File: config.mk
export PLATFORM = sky130hd
export DESIGN_NAME = arm_trigger_sequencer
export DESIGN_NICKNAME = d
export VERILOG_FILES = /design/src/logic/arm_seq_pkg.sv /design/src/logic/arm_trigger_sequencer.sv
export SDC_FILE = /design/constraint.sdc
export NUM_CORES = 1
export LEC_CHECK = 0
export ABC_AREA = 1
export BUFFER_PORTS_ARGS = -buffer_cell sky130_fd_sc_hd__buf_2
export CAP_MARGIN = 10
export CELL_PAD_IN_SITES_DETAIL_PLACEMENT = 0
export CELL_PAD_IN_SITES_GLOBAL_PLACEMENT = 1
export CORE_ASPECT_RATIO = 1.5
export CORE_MARGIN = 2
export CORE_UTILIZATION = 36
export CTS_BUF_LIST = sky130_fd_sc_hd__clkbuf_16
export DETAILED_ROUTE_END_ITERATION = 8
export GPL_TIMING_DRIVEN = 1
export MAX_ROUTING_LAYER = met4
export PLACE_DENSITY_LB_ADDON = 0.05
export SETUP_SLACK_MARGIN = 0.2
export SYNTH_ARGS = -nofsm -noshare
export SYNTH_HDL_FRONTEND = slang
export SYNTH_SLANG_ARGS = --single-unit
export TNS_END_PERCENT = 30
File: constraint.sdc
create_clock -name clock -period 2.5 [get_ports clock]
set_input_delay 0.125 -clock clock [delete_from_list [all_inputs] [get_ports clock]]
set_output_delay 0.125 -clock clock [all_outputs]
set_load 0.02 [all_outputs]
File: src/logic/arm_seq_pkg.sv
// Constants and types shared by the arm and trigger sequencer controller.
// Assumes an 8-bit register window on the digitizer side, reached by byte
// offsets, and a 32-bit Avalon-MM slave window toward local software.
package arm_seq_pkg;

   // Digitizer byte register offsets.
   localparam logic [7:0] DEV_ABORT_ARM   = 8'h41;
   localparam logic [7:0] DEV_ARM_STATE   = 8'h43;
   localparam logic [7:0] DEV_ARM_SOURCE  = 8'h49;
   localparam logic [7:0] DEV_ARM_CONTROL = 8'h4B;
   localparam logic [7:0] DEV_TRIG_SELECT = 8'h4D;
   localparam logic [7:0] DEV_REF_SELECT  = 8'h4F;
   localparam logic [7:0] DEV_DELAY_HIGH  = 8'h51;
   localparam logic [7:0] DEV_DELAY_LOW   = 8'h53;
   localparam logic [7:0] DEV_COUNT_HIGH  = 8'h55;
   localparam logic [7:0] DEV_COUNT_LOW   = 8'h57;
   localparam logic [7:0] DEV_TRIG_NOW    = 8'h5D;

   // Digitizer field masks and status bit positions.
   localparam logic [7:0] ARM_HOLD_MASK    = 8'h04;
   localparam logic [7:0] DELAY_FINE_MASK  = 8'h01;
   localparam logic [7:0] TRIG_HOLD_MASK   = 8'h80;
   localparam logic [7:0] REF_KEEP_MASK    = 8'hF8;
   localparam int         STATE_ARMED_BIT  = 7;
   localparam int         STATE_PREARM_BIT = 5;
   localparam int         STATE_INIT_BIT   = 1;

   // Legal ranges of the 16-bit counts.
   localparam logic [15:0] DELAY_MAX = 16'hFFFE;
   localparam logic [15:0] COUNT_MIN = 16'h0001;

   // Software register byte addresses of the controller.
   localparam int          ADDR_W        = 5;
   localparam logic [4:0]  REG_COMMAND   = 5'h00;
   localparam logic [4:0]  REG_ARG_LOW   = 5'h04;
   localparam logic [4:0]  REG_ARG_HIGH  = 5'h08;
   localparam logic [4:0]  REG_OPTION    = 5'h0C;
   localparam logic [4:0]  REG_DEV_STATE = 5'h10;
   localparam logic [4:0]  REG_EVENTS    = 5'h14;
   localparam logic [4:0]  REG_MASK      = 5'h18;

   // Event bits of the sticky status and mask registers.
   localparam int EV_W       = 3;
   localparam int EV_DONE    = 0;
   localparam int EV_REFUSED = 1;
   localparam int EV_ARMED   = 2;

   typedef enum logic [3:0] {
      CMD_NOP,
      CMD_ARM_SOURCE,
      CMD_ARM_COUNT,
      CMD_ARM_DELAY,
      CMD_REF_SOURCE,
      CMD_TRIG_SOURCE,
      CMD_ARM_NOW,
      CMD_TRIG_NOW,
      CMD_ABORT,
      CMD_READ_STATE
   } command_t;

   typedef enum logic [2:0] {
      OP_END,
      OP_READ,
      OP_WRITE,
      OP_REFUSE,
      OP_SKIP
   } op_kind_t;

   typedef struct packed {
      op_kind_t   kind;
      logic [7:0] addr;
      logic [7:0] data;
   } dev_op_t;

   typedef struct packed {
      logic       strobe;
      logic       write;
      logic [7:0] addr;
      logic [7:0] wdata;
   } dev_req_t;

endpackage

File: src/logic/arm_trigger_sequencer.sv
// Host-side controller that programs the arm and trigger sequencer of a
// two-channel digitizer through its byte registers.
// Assumes the digitizer answers each byte access with a four-phase
// strobe/acknowledge handshake and holds read data while acknowledging.
//
// Summary of operation
// Idle: write arm source register directly.
// Initiated: hold arm, write source, release.
// Arm count high then low, idle only.
// Device adds one reference cycle delay.
// Control bit 0 picks delay time base.
// Delay high byte, then low byte plus one.
// Reference select keeps bits seven to three.
// Trigger hold bit 7 brackets initiated changes.
// Reading the strobe register arms immediately.
// Armed status bit skips arm immediate.
// Pre-arm incomplete forbids arm immediate.
// Trigger-now write bracketed by trigger hold.
// Abort write bracketed by trigger hold.
// Initiate waits arm, arm waits trigger.
// Re-initiation: memory first, then timebase; no command here issues a re-initiation.
// Status bit 1 shows idle or initiated.
// Byte registers; counts complete after both bytes.
// Arms counted; idle after programmed count.
//
// Chosen here: register access over Avalon-MM.
module arm_trigger_sequencer (
   input  wire logic                    clock,
   input  wire logic                    srst,
   input  wire logic [4:0]              avsAddress,
   input  wire logic                    avsRead,
   input  wire logic                    avsWrite,
   input  wire logic [31:0]             avsWritedata,
   output logic      [31:0]             avsReaddata,
   output logic                         avsWaitrequest,
   output logic                         irq,
   output arm_seq_pkg::dev_req_t        devReq,
   input  wire logic [7:0]              devRdata,
   input  wire logic                    devAck
);
   import arm_seq_pkg::*;

   typedef enum logic [1:0] {
      S_IDLE,
      S_ISSUE,
      S_WAIT_ACK,
      S_WAIT_REL
   } seq_state_t;

   // Works out the digitizer access for one step of a command from the
   // status byte taken in step 0 and the byte read back in step 1.
   function automatic dev_op_t stepOp(
      input command_t    c,
      input logic [2:0]  s,
      input logic [7:0]  st,
      input logic [7:0]  rb,
      input logic [15:0] arg,
      input logic        fine
   );
      dev_op_t     o;
      logic        init;
      logic [15:0] plus;
      o    = '{OP_END, 8'h00, 8'h00};
      init = st[STATE_INIT_BIT];
      plus = arg + COUNT_MIN;
      if (s == 3'd0) begin
         // Idle check first.
         o = '{OP_READ, DEV_ARM_STATE, 8'h00};
      end else begin
         case (c)
            CMD_ARM_SOURCE: begin
               if (!init) begin
                  // Direct source write.
                  if (s == 3'd1)
                     o = '{OP_WRITE, DEV_ARM_SOURCE, arg[7:0]};
               end else begin
                  // Hold, write, release.
                  case (s)
                     3'd1: o = '{OP_READ, DEV_ARM_CONTROL, 8'h00};
                     3'd2: o = '{OP_WRITE, DEV_ARM_CONTROL,
                                 rb | ARM_HOLD_MASK};
                     3'd3: o = '{OP_WRITE, DEV_ARM_SOURCE, arg[7:0]};
                     3'd4: o = '{OP_WRITE, DEV_ARM_CONTROL,
                                 rb & ~ARM_HOLD_MASK};
                     default: o = '{OP_END, 8'h00, 8'h00};
                  endcase
               end
            end
            CMD_ARM_COUNT: begin
               // Idle only, high byte first.
               // Device takes count after both bytes.
               // Count ends the sequence on the device.
               if (init || arg < COUNT_MIN)
                  o = '{OP_REFUSE, 8'h00, 8'h00};
               else if (s == 3'd1)
                  o = '{OP_WRITE, DEV_COUNT_HIGH, arg[15:8]};
               else if (s == 3'd2)
                  o = '{OP_WRITE, DEV_COUNT_LOW, arg[7:0]};
            end
            CMD_ARM_DELAY: begin
               // Time base select.
               // Low byte plus one.
               // Covers the inherent cycle.
               if (init || arg > DELAY_MAX) begin
                  o = '{OP_REFUSE, 8'h00, 8'h00};
               end else begin
                  case (s)
                     3'd1: o = '{OP_READ, DEV_ARM_CONTROL, 8'h00};
                     3'd2: o = '{OP_WRITE, DEV_ARM_CONTROL,
                                 fine ? (rb | DELAY_FINE_MASK)
                                      : (rb & ~DELAY_FINE_MASK)};
                     3'd3: o = '{OP_WRITE, DEV_DELAY_HIGH, plus[15:8]};
                     3'd4: o = '{OP_WRITE, DEV_DELAY_LOW, plus[7:0]};
                     default: o = '{OP_END, 8'h00, 8'h00};
                  endcase
               end
            end
            CMD_REF_SOURCE: begin
               // Keep upper bits.
               if (s == 3'd1)
                  o = '{OP_READ, DEV_REF_SELECT, 8'h00};
               else if (s == 3'd2)
                  o = '{OP_WRITE, DEV_REF_SELECT,
                        (rb & REF_KEEP_MASK) | (arg[7:0] & ~REF_KEEP_MASK)};
            end
            CMD_TRIG_SOURCE: begin
               // Hold brackets an initiated change.
               case (s)
                  3'd1: o = '{OP_READ, DEV_TRIG_SELECT, 8'h00};
                  3'd2:
                     if (init)
                        o = '{OP_WRITE, DEV_TRIG_SELECT, rb | TRIG_HOLD_MASK};
                     else
                        o = '{OP_WRITE, DEV_TRIG_SELECT,
                              (rb & TRIG_HOLD_MASK)
                              | (arg[7:0] & ~TRIG_HOLD_MASK)};
                  3'd3: if (init)
                     o = '{OP_WRITE, DEV_TRIG_SELECT,
                           arg[7:0] | TRIG_HOLD_MASK};
                  3'd4: if (init)
                     o = '{OP_WRITE, DEV_TRIG_SELECT,
                           arg[7:0] & ~TRIG_HOLD_MASK};
                  default: o = '{OP_END, 8'h00, 8'h00};
               endcase
            end
            CMD_ARM_NOW: begin
               // Already armed: nothing to send.
               // Pre-arm count pending: refuse.
               // The read itself arms.
               // Arm moves it to wait-trigger.
               if (st[STATE_ARMED_BIT])
                  o = '{OP_SKIP, 8'h00, 8'h00};
               else if (st[STATE_PREARM_BIT])
                  o = '{OP_REFUSE, 8'h00, 8'h00};
               else if (s == 3'd1)
                  o = '{OP_READ, DEV_ABORT_ARM, 8'h00};
            end
            CMD_TRIG_NOW,
            CMD_ABORT: begin
               // Trigger-now bracketed by hold.
               // Abort bracketed by hold.
               case (s)
                  3'd1: o = '{OP_READ, DEV_TRIG_SELECT, 8'h00};
                  3'd2: o = '{OP_WRITE, DEV_TRIG_SELECT,
                              rb | TRIG_HOLD_MASK};
                  3'd3: o = '{OP_WRITE,
                              (c == CMD_ABORT) ? DEV_ABORT_ARM
                                               : DEV_TRIG_NOW, 8'h00};
                  3'd4: o = '{OP_WRITE, DEV_TRIG_SELECT,
                              rb & ~TRIG_HOLD_MASK};
                  default: o = '{OP_END, 8'h00, 8'h00};
               endcase
            end
            default: o = '{OP_END, 8'h00, 8'h00};
         endcase
      end
      return o;
   endfunction

   seq_state_t       state_reg, state_next;
   command_t         cmd_reg;
   logic [2:0]       step_reg;
   logic [7:0]       argLow_reg, argHigh_reg;
   logic             fine_reg;
   logic [7:0]       devState_reg, readBack_reg;
   logic [EV_W-1:0]  events_reg, events_next, mask_reg, eventHits;
   dev_req_t         devReq_reg;
   logic [2:0]       ackSync_reg;
   logic [31:0]      rdata_reg;
   logic             wait_reg, irq_reg;

   // Avalon decode: a request is served in the cycle wait_reg is high and
   // answered one edge later by waitrequest low for exactly one cycle.
   wire logic       busReq     = avsRead | avsWrite;
   wire logic       accept     = busReq & wait_reg;
   wire logic       wrAccept   = accept & avsWrite;
   wire logic       rdAccept   = accept & avsRead;
   wire logic       hitCommand = avsAddress == REG_COMMAND;
   wire logic       hitArgLow  = avsAddress == REG_ARG_LOW;
   wire logic       hitArgHigh = avsAddress == REG_ARG_HIGH;
   wire logic       hitOption  = avsAddress == REG_OPTION;
   wire logic       hitState   = avsAddress == REG_DEV_STATE;
   wire logic       hitEvents  = avsAddress == REG_EVENTS;
   wire logic       hitMask    = avsAddress == REG_MASK;
   wire logic       busy       = state_reg != S_IDLE;
   wire logic       startCmd   = wrAccept & hitCommand & ~busy;
   wire logic       eventsRead = rdAccept & hitEvents;
   wire logic [7:0] busByte    = avsWritedata[7:0];

   // Read mux; bits above each register read as zero.
   wire logic [31:0] readMux =
        hitCommand ? {31'h0, busy}
      : hitArgLow  ? {24'h0, argLow_reg}
      : hitArgHigh ? {24'h0, argHigh_reg}
      : hitOption  ? {31'h0, fine_reg}
      : hitState   ? {24'h0, devState_reg}
      : hitEvents  ? {29'h0, events_reg}
      : hitMask    ? {29'h0, mask_reg}
      : 32'h0;

   // The acknowledge crosses in from the digitizer: only stages 2 and 3
   // are compared, so stage 1 feeds nothing but stage 2.
   wire logic ackOn  = ackSync_reg[1] & ackSync_reg[2];
   wire logic ackOff = ~ackSync_reg[1] & ~ackSync_reg[2];

   // Current step of the running command.
   wire dev_op_t curOp = stepOp(cmd_reg, step_reg, devState_reg,
                                readBack_reg,
                                {argHigh_reg, argLow_reg}, fine_reg);
   wire logic inIssue = state_reg == S_ISSUE;

   // Sequence events; a hit in the same cycle as a clearing read wins.
   always_comb begin
      eventHits              = '0;
      eventHits[EV_DONE]     = inIssue & (curOp.kind == OP_END);
      eventHits[EV_REFUSED]  = inIssue & (curOp.kind == OP_REFUSE);
      eventHits[EV_ARMED]    = inIssue & (curOp.kind == OP_SKIP);
      events_next = (eventsRead ? '0 : events_reg) | eventHits;
   end

   // Sequencer next state; a missing acknowledge stalls it in a wait state,
   // since the digitizer link has no timeout.
   always_comb begin
      state_next = state_reg;
      case (state_reg)
         S_IDLE:
            if (startCmd)
               state_next = S_ISSUE;
         S_ISSUE:
            if (curOp.kind == OP_READ || curOp.kind == OP_WRITE)
               state_next = S_WAIT_ACK;
            else
               state_next = S_IDLE;
         S_WAIT_ACK:
            if (ackOn)
               state_next = S_WAIT_REL;
         S_WAIT_REL:
            if (ackOff)
               state_next = S_ISSUE;
         default:
            state_next = S_IDLE;
      endcase
   end

   // Acknowledge synchroniser.
   always_ff @(posedge clock) begin
      if (srst)
         ackSync_reg <= 3'b000;
      else
         ackSync_reg <= {ackSync_reg[1:0], devAck};
   end

   // Avalon slave answer, event and mask registers.
   always_ff @(posedge clock) begin
      if (srst) begin
         wait_reg   <= 1'b1;
         rdata_reg  <= 32'h0;
         events_reg <= '0;
         mask_reg   <= '0;
         irq_reg    <= 1'b0;
      end else begin
         wait_reg   <= ~accept;
         rdata_reg  <= rdAccept ? readMux : 32'h0;
         events_reg <= events_next;
         if (wrAccept && hitMask)
            mask_reg <= busByte[EV_W-1:0];
         irq_reg    <= |(events_next & mask_reg);
      end
   end

   // Argument registers; a write while busy would change a running step,
   // so those writes are dropped.
   always_ff @(posedge clock) begin
      if (srst) begin
         argLow_reg  <= 8'h00;
         argHigh_reg <= 8'h00;
         fine_reg    <= 1'b0;
      end else if (wrAccept && !busy) begin
         if (hitArgLow)
            argLow_reg <= busByte;
         if (hitArgHigh)
            argHigh_reg <= busByte;
         if (hitOption)
            fine_reg <= busByte[0];
      end
   end

   // Command sequencer and digitizer handshake.
   always_ff @(posedge clock) begin
      if (srst) begin
         state_reg    <= S_IDLE;
         cmd_reg      <= CMD_NOP;
         step_reg     <= 3'd0;
         devState_reg <= 8'h00;
         readBack_reg <= 8'h00;
         devReq_reg   <= '0;
      end else begin
         state_reg <= state_next;
         if (startCmd) begin
            cmd_reg  <= command_t'(busByte[3:0]);
            step_reg <= 3'd0;
         end
         if (inIssue && (curOp.kind == OP_READ || curOp.kind == OP_WRITE))
            devReq_reg <= '{1'b1, curOp.kind == OP_WRITE,
                            curOp.addr, curOp.data};
         if (state_reg == S_WAIT_ACK && ackOn) begin
            devReq_reg.strobe <= 1'b0;
            if (!devReq_reg.write && step_reg == 3'd0)
               devState_reg <= devRdata;
            else if (!devReq_reg.write)
               readBack_reg <= devRdata;
         end
         if (state_reg == S_WAIT_REL && ackOff)
            step_reg <= step_reg + 3'd1;
      end
   end

   assign avsReaddata    = rdata_reg;
   assign avsWaitrequest = wait_reg;
   assign irq            = irq_reg;
   assign devReq         = devReq_reg;

endmodule

; ---- Word-level counts from Yosys, hierarchy flattened
; Index checks and enable logic that the tools add are counted.
; Widths: inputs -> output; s select.
[word_totals]
register_bits = 103
inputBits = 50
out_inout_bits = 52
word_cells = 141
[op_classes]
n_addsub = 2
n_lt_le_gt_ge = 2
n_eq_ne = 28
muxes = 37
n_bitwise = 23
n_reduce_logical = 29
[op_table]
columns = cell, count
row1 = $pmux 18 s4, 4
row2 = $mux 18, 10
row3 = $pmux 19 s7, 1
row4 = $mux 19, 3
row5 = $mux 8, 5
row6 = $mux 17, 1
row7 = $add 16x1->16 const B, 1
row8 = $eq 4x3->1 const B, 4
row9 = $gt 16x16->1 const B, 1
row10 = $lt 16x1->1 const B, 1
row11 = $eq 5x5->1 const B, 3
row12 = $mux 3, 5
row13 = $eq 3x2->1 const B, 4
row14 = $and 1x1->1, 11
row15 = $eq 5x4->1 const B, 2
row16 = $eq 4x2->1 const B, 2
row17 = $mux 2, 4
row18 = $or 8x3->8, 1
row19 = $or 8x7->8, 1
row20 = $pmux 2 s4, 1
row21 = $reduce_and 2->1, 4
row22 = $reduce_or 8->1, 1
row23 = $not 1->1, 7
row24 = $eq 3x1->1 const B, 2
row25 = other kinds (23), 42

; ---- Logic depth before layout (Yosys ltp)
[depth]
ltp_word = 11
depth_mapped = 17
ltp_nobuf = 17

; ---- Worst setup path after synthesis
; No wires, ideal clock.
[synth_timing]
path_type = reg-to-reg
from = register step_reg[0]
to = register devReq_reg (netlist bit devReq[7])
arrival_time_ps = 1879
required_ps = 2429
slack_ps = 550
path_stages_with_launch = 15
period_less_slack_ps = 1950
path_cell_list = dfxtp_1 > inv_1 > ha_1 > o21ai_2 > nand2_2 > nand3_1 > nand2_1 > nor2_1 > nand3_2 > nand3_2 > nand2_2 > nor2_4 > buf_6 > nand2_1 > a21oi_1
[synth_via]
elab_chain_len = 9
elab_cells_between_ends = 26
[synth_lines]
columns = item, line_no
row1 = start: declaration, arm_trigger_sequencer.sv:182  ; logic [2:0] step_reg;
row2 = start signal: assignment, arm_trigger_sequencer.sv:334  ; step_reg <= step_reg + 3'd1;
row3 = $eq 3x1->1 or $eq 3x2->1 (tied branches), --
row4 = $mux 17 or $mux 18 (tied branches), "arm_trigger_sequencer.sv:155, arm_trigger_sequencer.sv:97"
row5 = $mux 18 (on tied branches), "arm_trigger_sequencer.sv:153, arm_trigger_sequencer.sv:95"
row6 = $mux 19 or $mux 18 (tied branches), "arm_trigger_sequencer.sv:151, arm_trigger_sequencer.sv:93"
row7 = $pmux 19 s7, arm_trigger_sequencer.sv:70  ; case (c)
row8 = $mux 19 *, arm_trigger_sequencer.sv:66  ; if (s == 3'd0) begin
row9 = $eq 3x1->1 or $eq 3x2->1 (tied branches), arm_trigger_sequencer.sv:323  ; if (inIssue && (curOp.kind == OP_READ || curOp.kind == OP_WRITE))
row10 = $logic_or 1x1->1, arm_trigger_sequencer.sv:323
row11 = $logic_and 1x1->1, arm_trigger_sequencer.sv:323
row12 = end signal: assignment, arm_trigger_sequencer.sv:324  ; devReq_reg <= '{1'b1, curOp.kind == OP_WRITE,
row13 = end: declaration, arm_trigger_sequencer.sv:187  ; dev_req_t devReq_reg;
; Mark *: on every way between the ends. The rest lies on a longest branch, timed or not.
; A chain may end at the register's enable or synchronous reset.

; ---- Final worst setup path
[layout_timing]
from = register step_reg[1]
to = register devReq_reg (netlist bit devReq[12])
; The elaborated chain is that of the path after synthesis.

==> metrics <==
outcome finished clean; Tcrit/Tclk final 0.862; register area 1530 sq um; post-placement worst setup slack 0.178 ns; max_cap viols 0; most frequent cells in the layout 163 x nand2_1, 99 x nor2_1, 97 x inv_1, 83 x o21ai_0, 71 x dfxtp_1; DRT Pass-1 Iters 5; filler cell count 1,485; Max Fclk 464 MHz; footprint of the multi-input gates 2970 sq um; Area Overhead vs Synth 22.4%; CP Launch Point step_reg[1]; worst path arrival time 2.38 ns; H-tree depth 3; clock transition at the registers of the reported paths 0.07 ns; RePlAce Congestion 1.02; Worst path slowest cell dfxtp_2; core footprint 13,600 sq um; met1 Usage GRT 0.308; Syn Std Cell Area 5040 sq um; Setup TNS Final 0 ns; Tmin final 2.15 ns; cell family with most CP delay simple AND/OR/NAND/NOR gates; setup slack after layout 0.346 ns; NumNets Final 969; Most Used Layer, Global Route met2; unrepaired setup endpoints after global routing true; Bufs and invs on worst path 5; CP Cell Sequence inv_1 > ha_2 > inv_2 > nand3_1 > inv_2 > nand2_1 > nand3_1 > nor2_1 > nand3_1 > nor2_1 > nand3_1 > inv_2 > nor2_4 > buf_12 > o21ai_0 > nor2_1; Yosys warning count 0; DR WL/cell 18.2 um; count of input and output buffers 51; leak pwr 2.83 nW; CTS tree done; Area after DPL 5680 sq um; Hold Vio Cnt, Final 0; Cell Pwr Density 593 nW/um^2; chip height 149 um; CP Depth 16; row count 52; initial antenna violation count 0; Iteration-0 DRC Markers 274; post-DP HPWL 15,600 um; GRT Util Overall 0.273; main area contributors after synthesis dfxtp_1 30%, nand2_1 13%, o21ai_0 8.5%, nor2_1 7.5%, inv_1 7.4%; final setup fails 0; clock latency on the worst-skew pair 0.34 ns; first-pass GRT wire length 30,100 um; Routed Antenna Nets 0; clk buf depth 2; Async SR Flop Fraction 0; #FFs+latches synth 76; share of the synthesized area in the top cell type 0.302; clk_skew 0.00886 ns; via count 5,634; biggest area consumer among synthesized cells dfxtp_1; final WL 19,500 um; largest net degree at the start of global routing 30; worst-path fanout max 16; die area 15,000 sq um; global routing usage on met2 0.481; sequential fraction of the synthesis area 0.302; slowest stage delay, CP 0.35 ns; CP Class reg -> reg; vias in the first global route 5,500; startpoint type of the worst setup path flip-flop; Initial Util 0.370; DRC viols 0; worst setup path end devReq[12]; commonest non-fill, non-tap cell in the layout nand2_1; Top FF cell, synth dfxtp_1; CTS sink count 76; Slew headroom 0.473; grt ovf 0; Placed Instances 1,048; actual slew at the worst max-slew pin 0.790 ns; Crit. End Element flip-flop; Worst R2R Setup Slack 0.35 ns; r2r startpoint step_reg[1]; mean post-synth cell area 6.23 sq um; WP data required 2.72 ns; Mapped Cells 808; final cell count without fillers 1,073; chip width 101 um; Vias/cell 5.25; worst r2r path cells 16; Num CTS Buffers 9; number of synthesized flops with an enable pin 0; Root Driver clkbuf_16; r2r endpoint devReq[12]; met3 usage 0.0295; Slew Limit Fails 0; max reg flops 15; worst hold path type in -> reg; Yosys cell types 43; most used cell, CP nand3_1; finished layout cell area 6160 sq um; Antenna Cells 0; share of cells above drive strength 1 0.188; Worst VDD drop 0.418 mV; IO Count 102
power by group:
group / switching, W / leakage (nW) / internal [W]
clock network: 0.000596 / 0.163 / 0.000892
registers: 0.0000562 / 0.618 / 0.00129
logic: 0.000530 / 2.05 / 0.000288
total: 0.00118 / 2.83 / 0.00247
worst min-delay path by stage:
stage | startpoint | end | slack [ns] | depth (start not counted)
floorplan | srst | events_reg[2] | 0.21 | 1
global placement | devAck | ackSync_reg[0] | 0.33 | 3
detailed placement | devAck | ackSync_reg[0] | 0.34 | 3
CTS | devRdata[4] | devState_reg[4] | 0.006 | 3
global route | devRdata[4] | devState_reg[4] | 0.03 | 3
finish | devRdata[4] | devState_reg[4] | 0.01 | 3
worst reg2reg max path: cells and delay by family (launching register included):
kind	cells	cell delay, ns
flops	1	0.35
fa+ha+maj	1	0.23
compound gates	1	0.15
simple gates	9	0.83
buf+inv	5	0.47
per-stage QoR:
step / hold WS, ns / power [W] / utilization
3_3_place_gp: 0.333 / 0.00213 / 0.417
6_report: 0.0132 / 0.00366 / 0.453
4_1_cts: 0.00553 / 0.00366 / 0.444
3_5_place_dp: 0.340 / 0.00214 / 0.417
5_1_grt: 0.0253 / 0.00382 / 0.453
2_1_floorplan: 0.206 / 0.00192 / -
final cells by class:
cell class / count / area share
inverters: 104 / 0.0644
clock inverters: 7 / 0.0166
multi-input cells: 602 / 0.482
well taps: 162 / 0.0329
flip-flops and latches: 76 / 0.248
repair buffers: 113 / 0.120
clock buffers: 9 / 0.0365
Yosys cell counts (all sizes together) (2+ instances only):
| cell type | n |
|---|---|
| o31ai | 2 |
| o221ai | 3 |
| nand3 | 56 |
| o22ai | 6 |
| nor2 | 106 |
| nand2 | 176 |
| nor3 | 12 |
| o2111ai | 2 |
| a221oi | 2 |
| a31oi | 5 |
| a22oi | 7 |
| clkbuf | 17 |
| a21oi | 68 |
| nand4 | 11 |
| o21ai | 91 |
| ha | 13 |
| o211ai | 9 |
| buf | 34 |
| dfxtp | 76 |
| inv | 103 |
cells by family after synthesis:
group | count (synthesis) | synth area share
other | 1 | 0.000745
adder cells (fa/ha/maj) | 13 | 0.0323
AO/OA/AOI/OAI | 200 | 0.220
AND/OR/NAND/NOR | 363 | 0.306
buffers and inverters | 155 | 0.139
flip-flops | 76 | 0.302
routing by layer:
metal / part of all wire / up-vias
met5: 0 / -
met4: 0.037 / 0
met3: 0.040 / 31
met2: 0.52 / 163
met1: 0.40 / 2634
li1: - / 2806
what timing repair did:
item,4_1_cts,5_1_grt
setup buffers,1,7
endpoints found under the setup margin,8,18
resized for setup,1,29
pin swaps,1,5
hold buffers,1,0
hold endpoints to repair,1,0
Note: power is estimated with default switching activity, not from simulation.
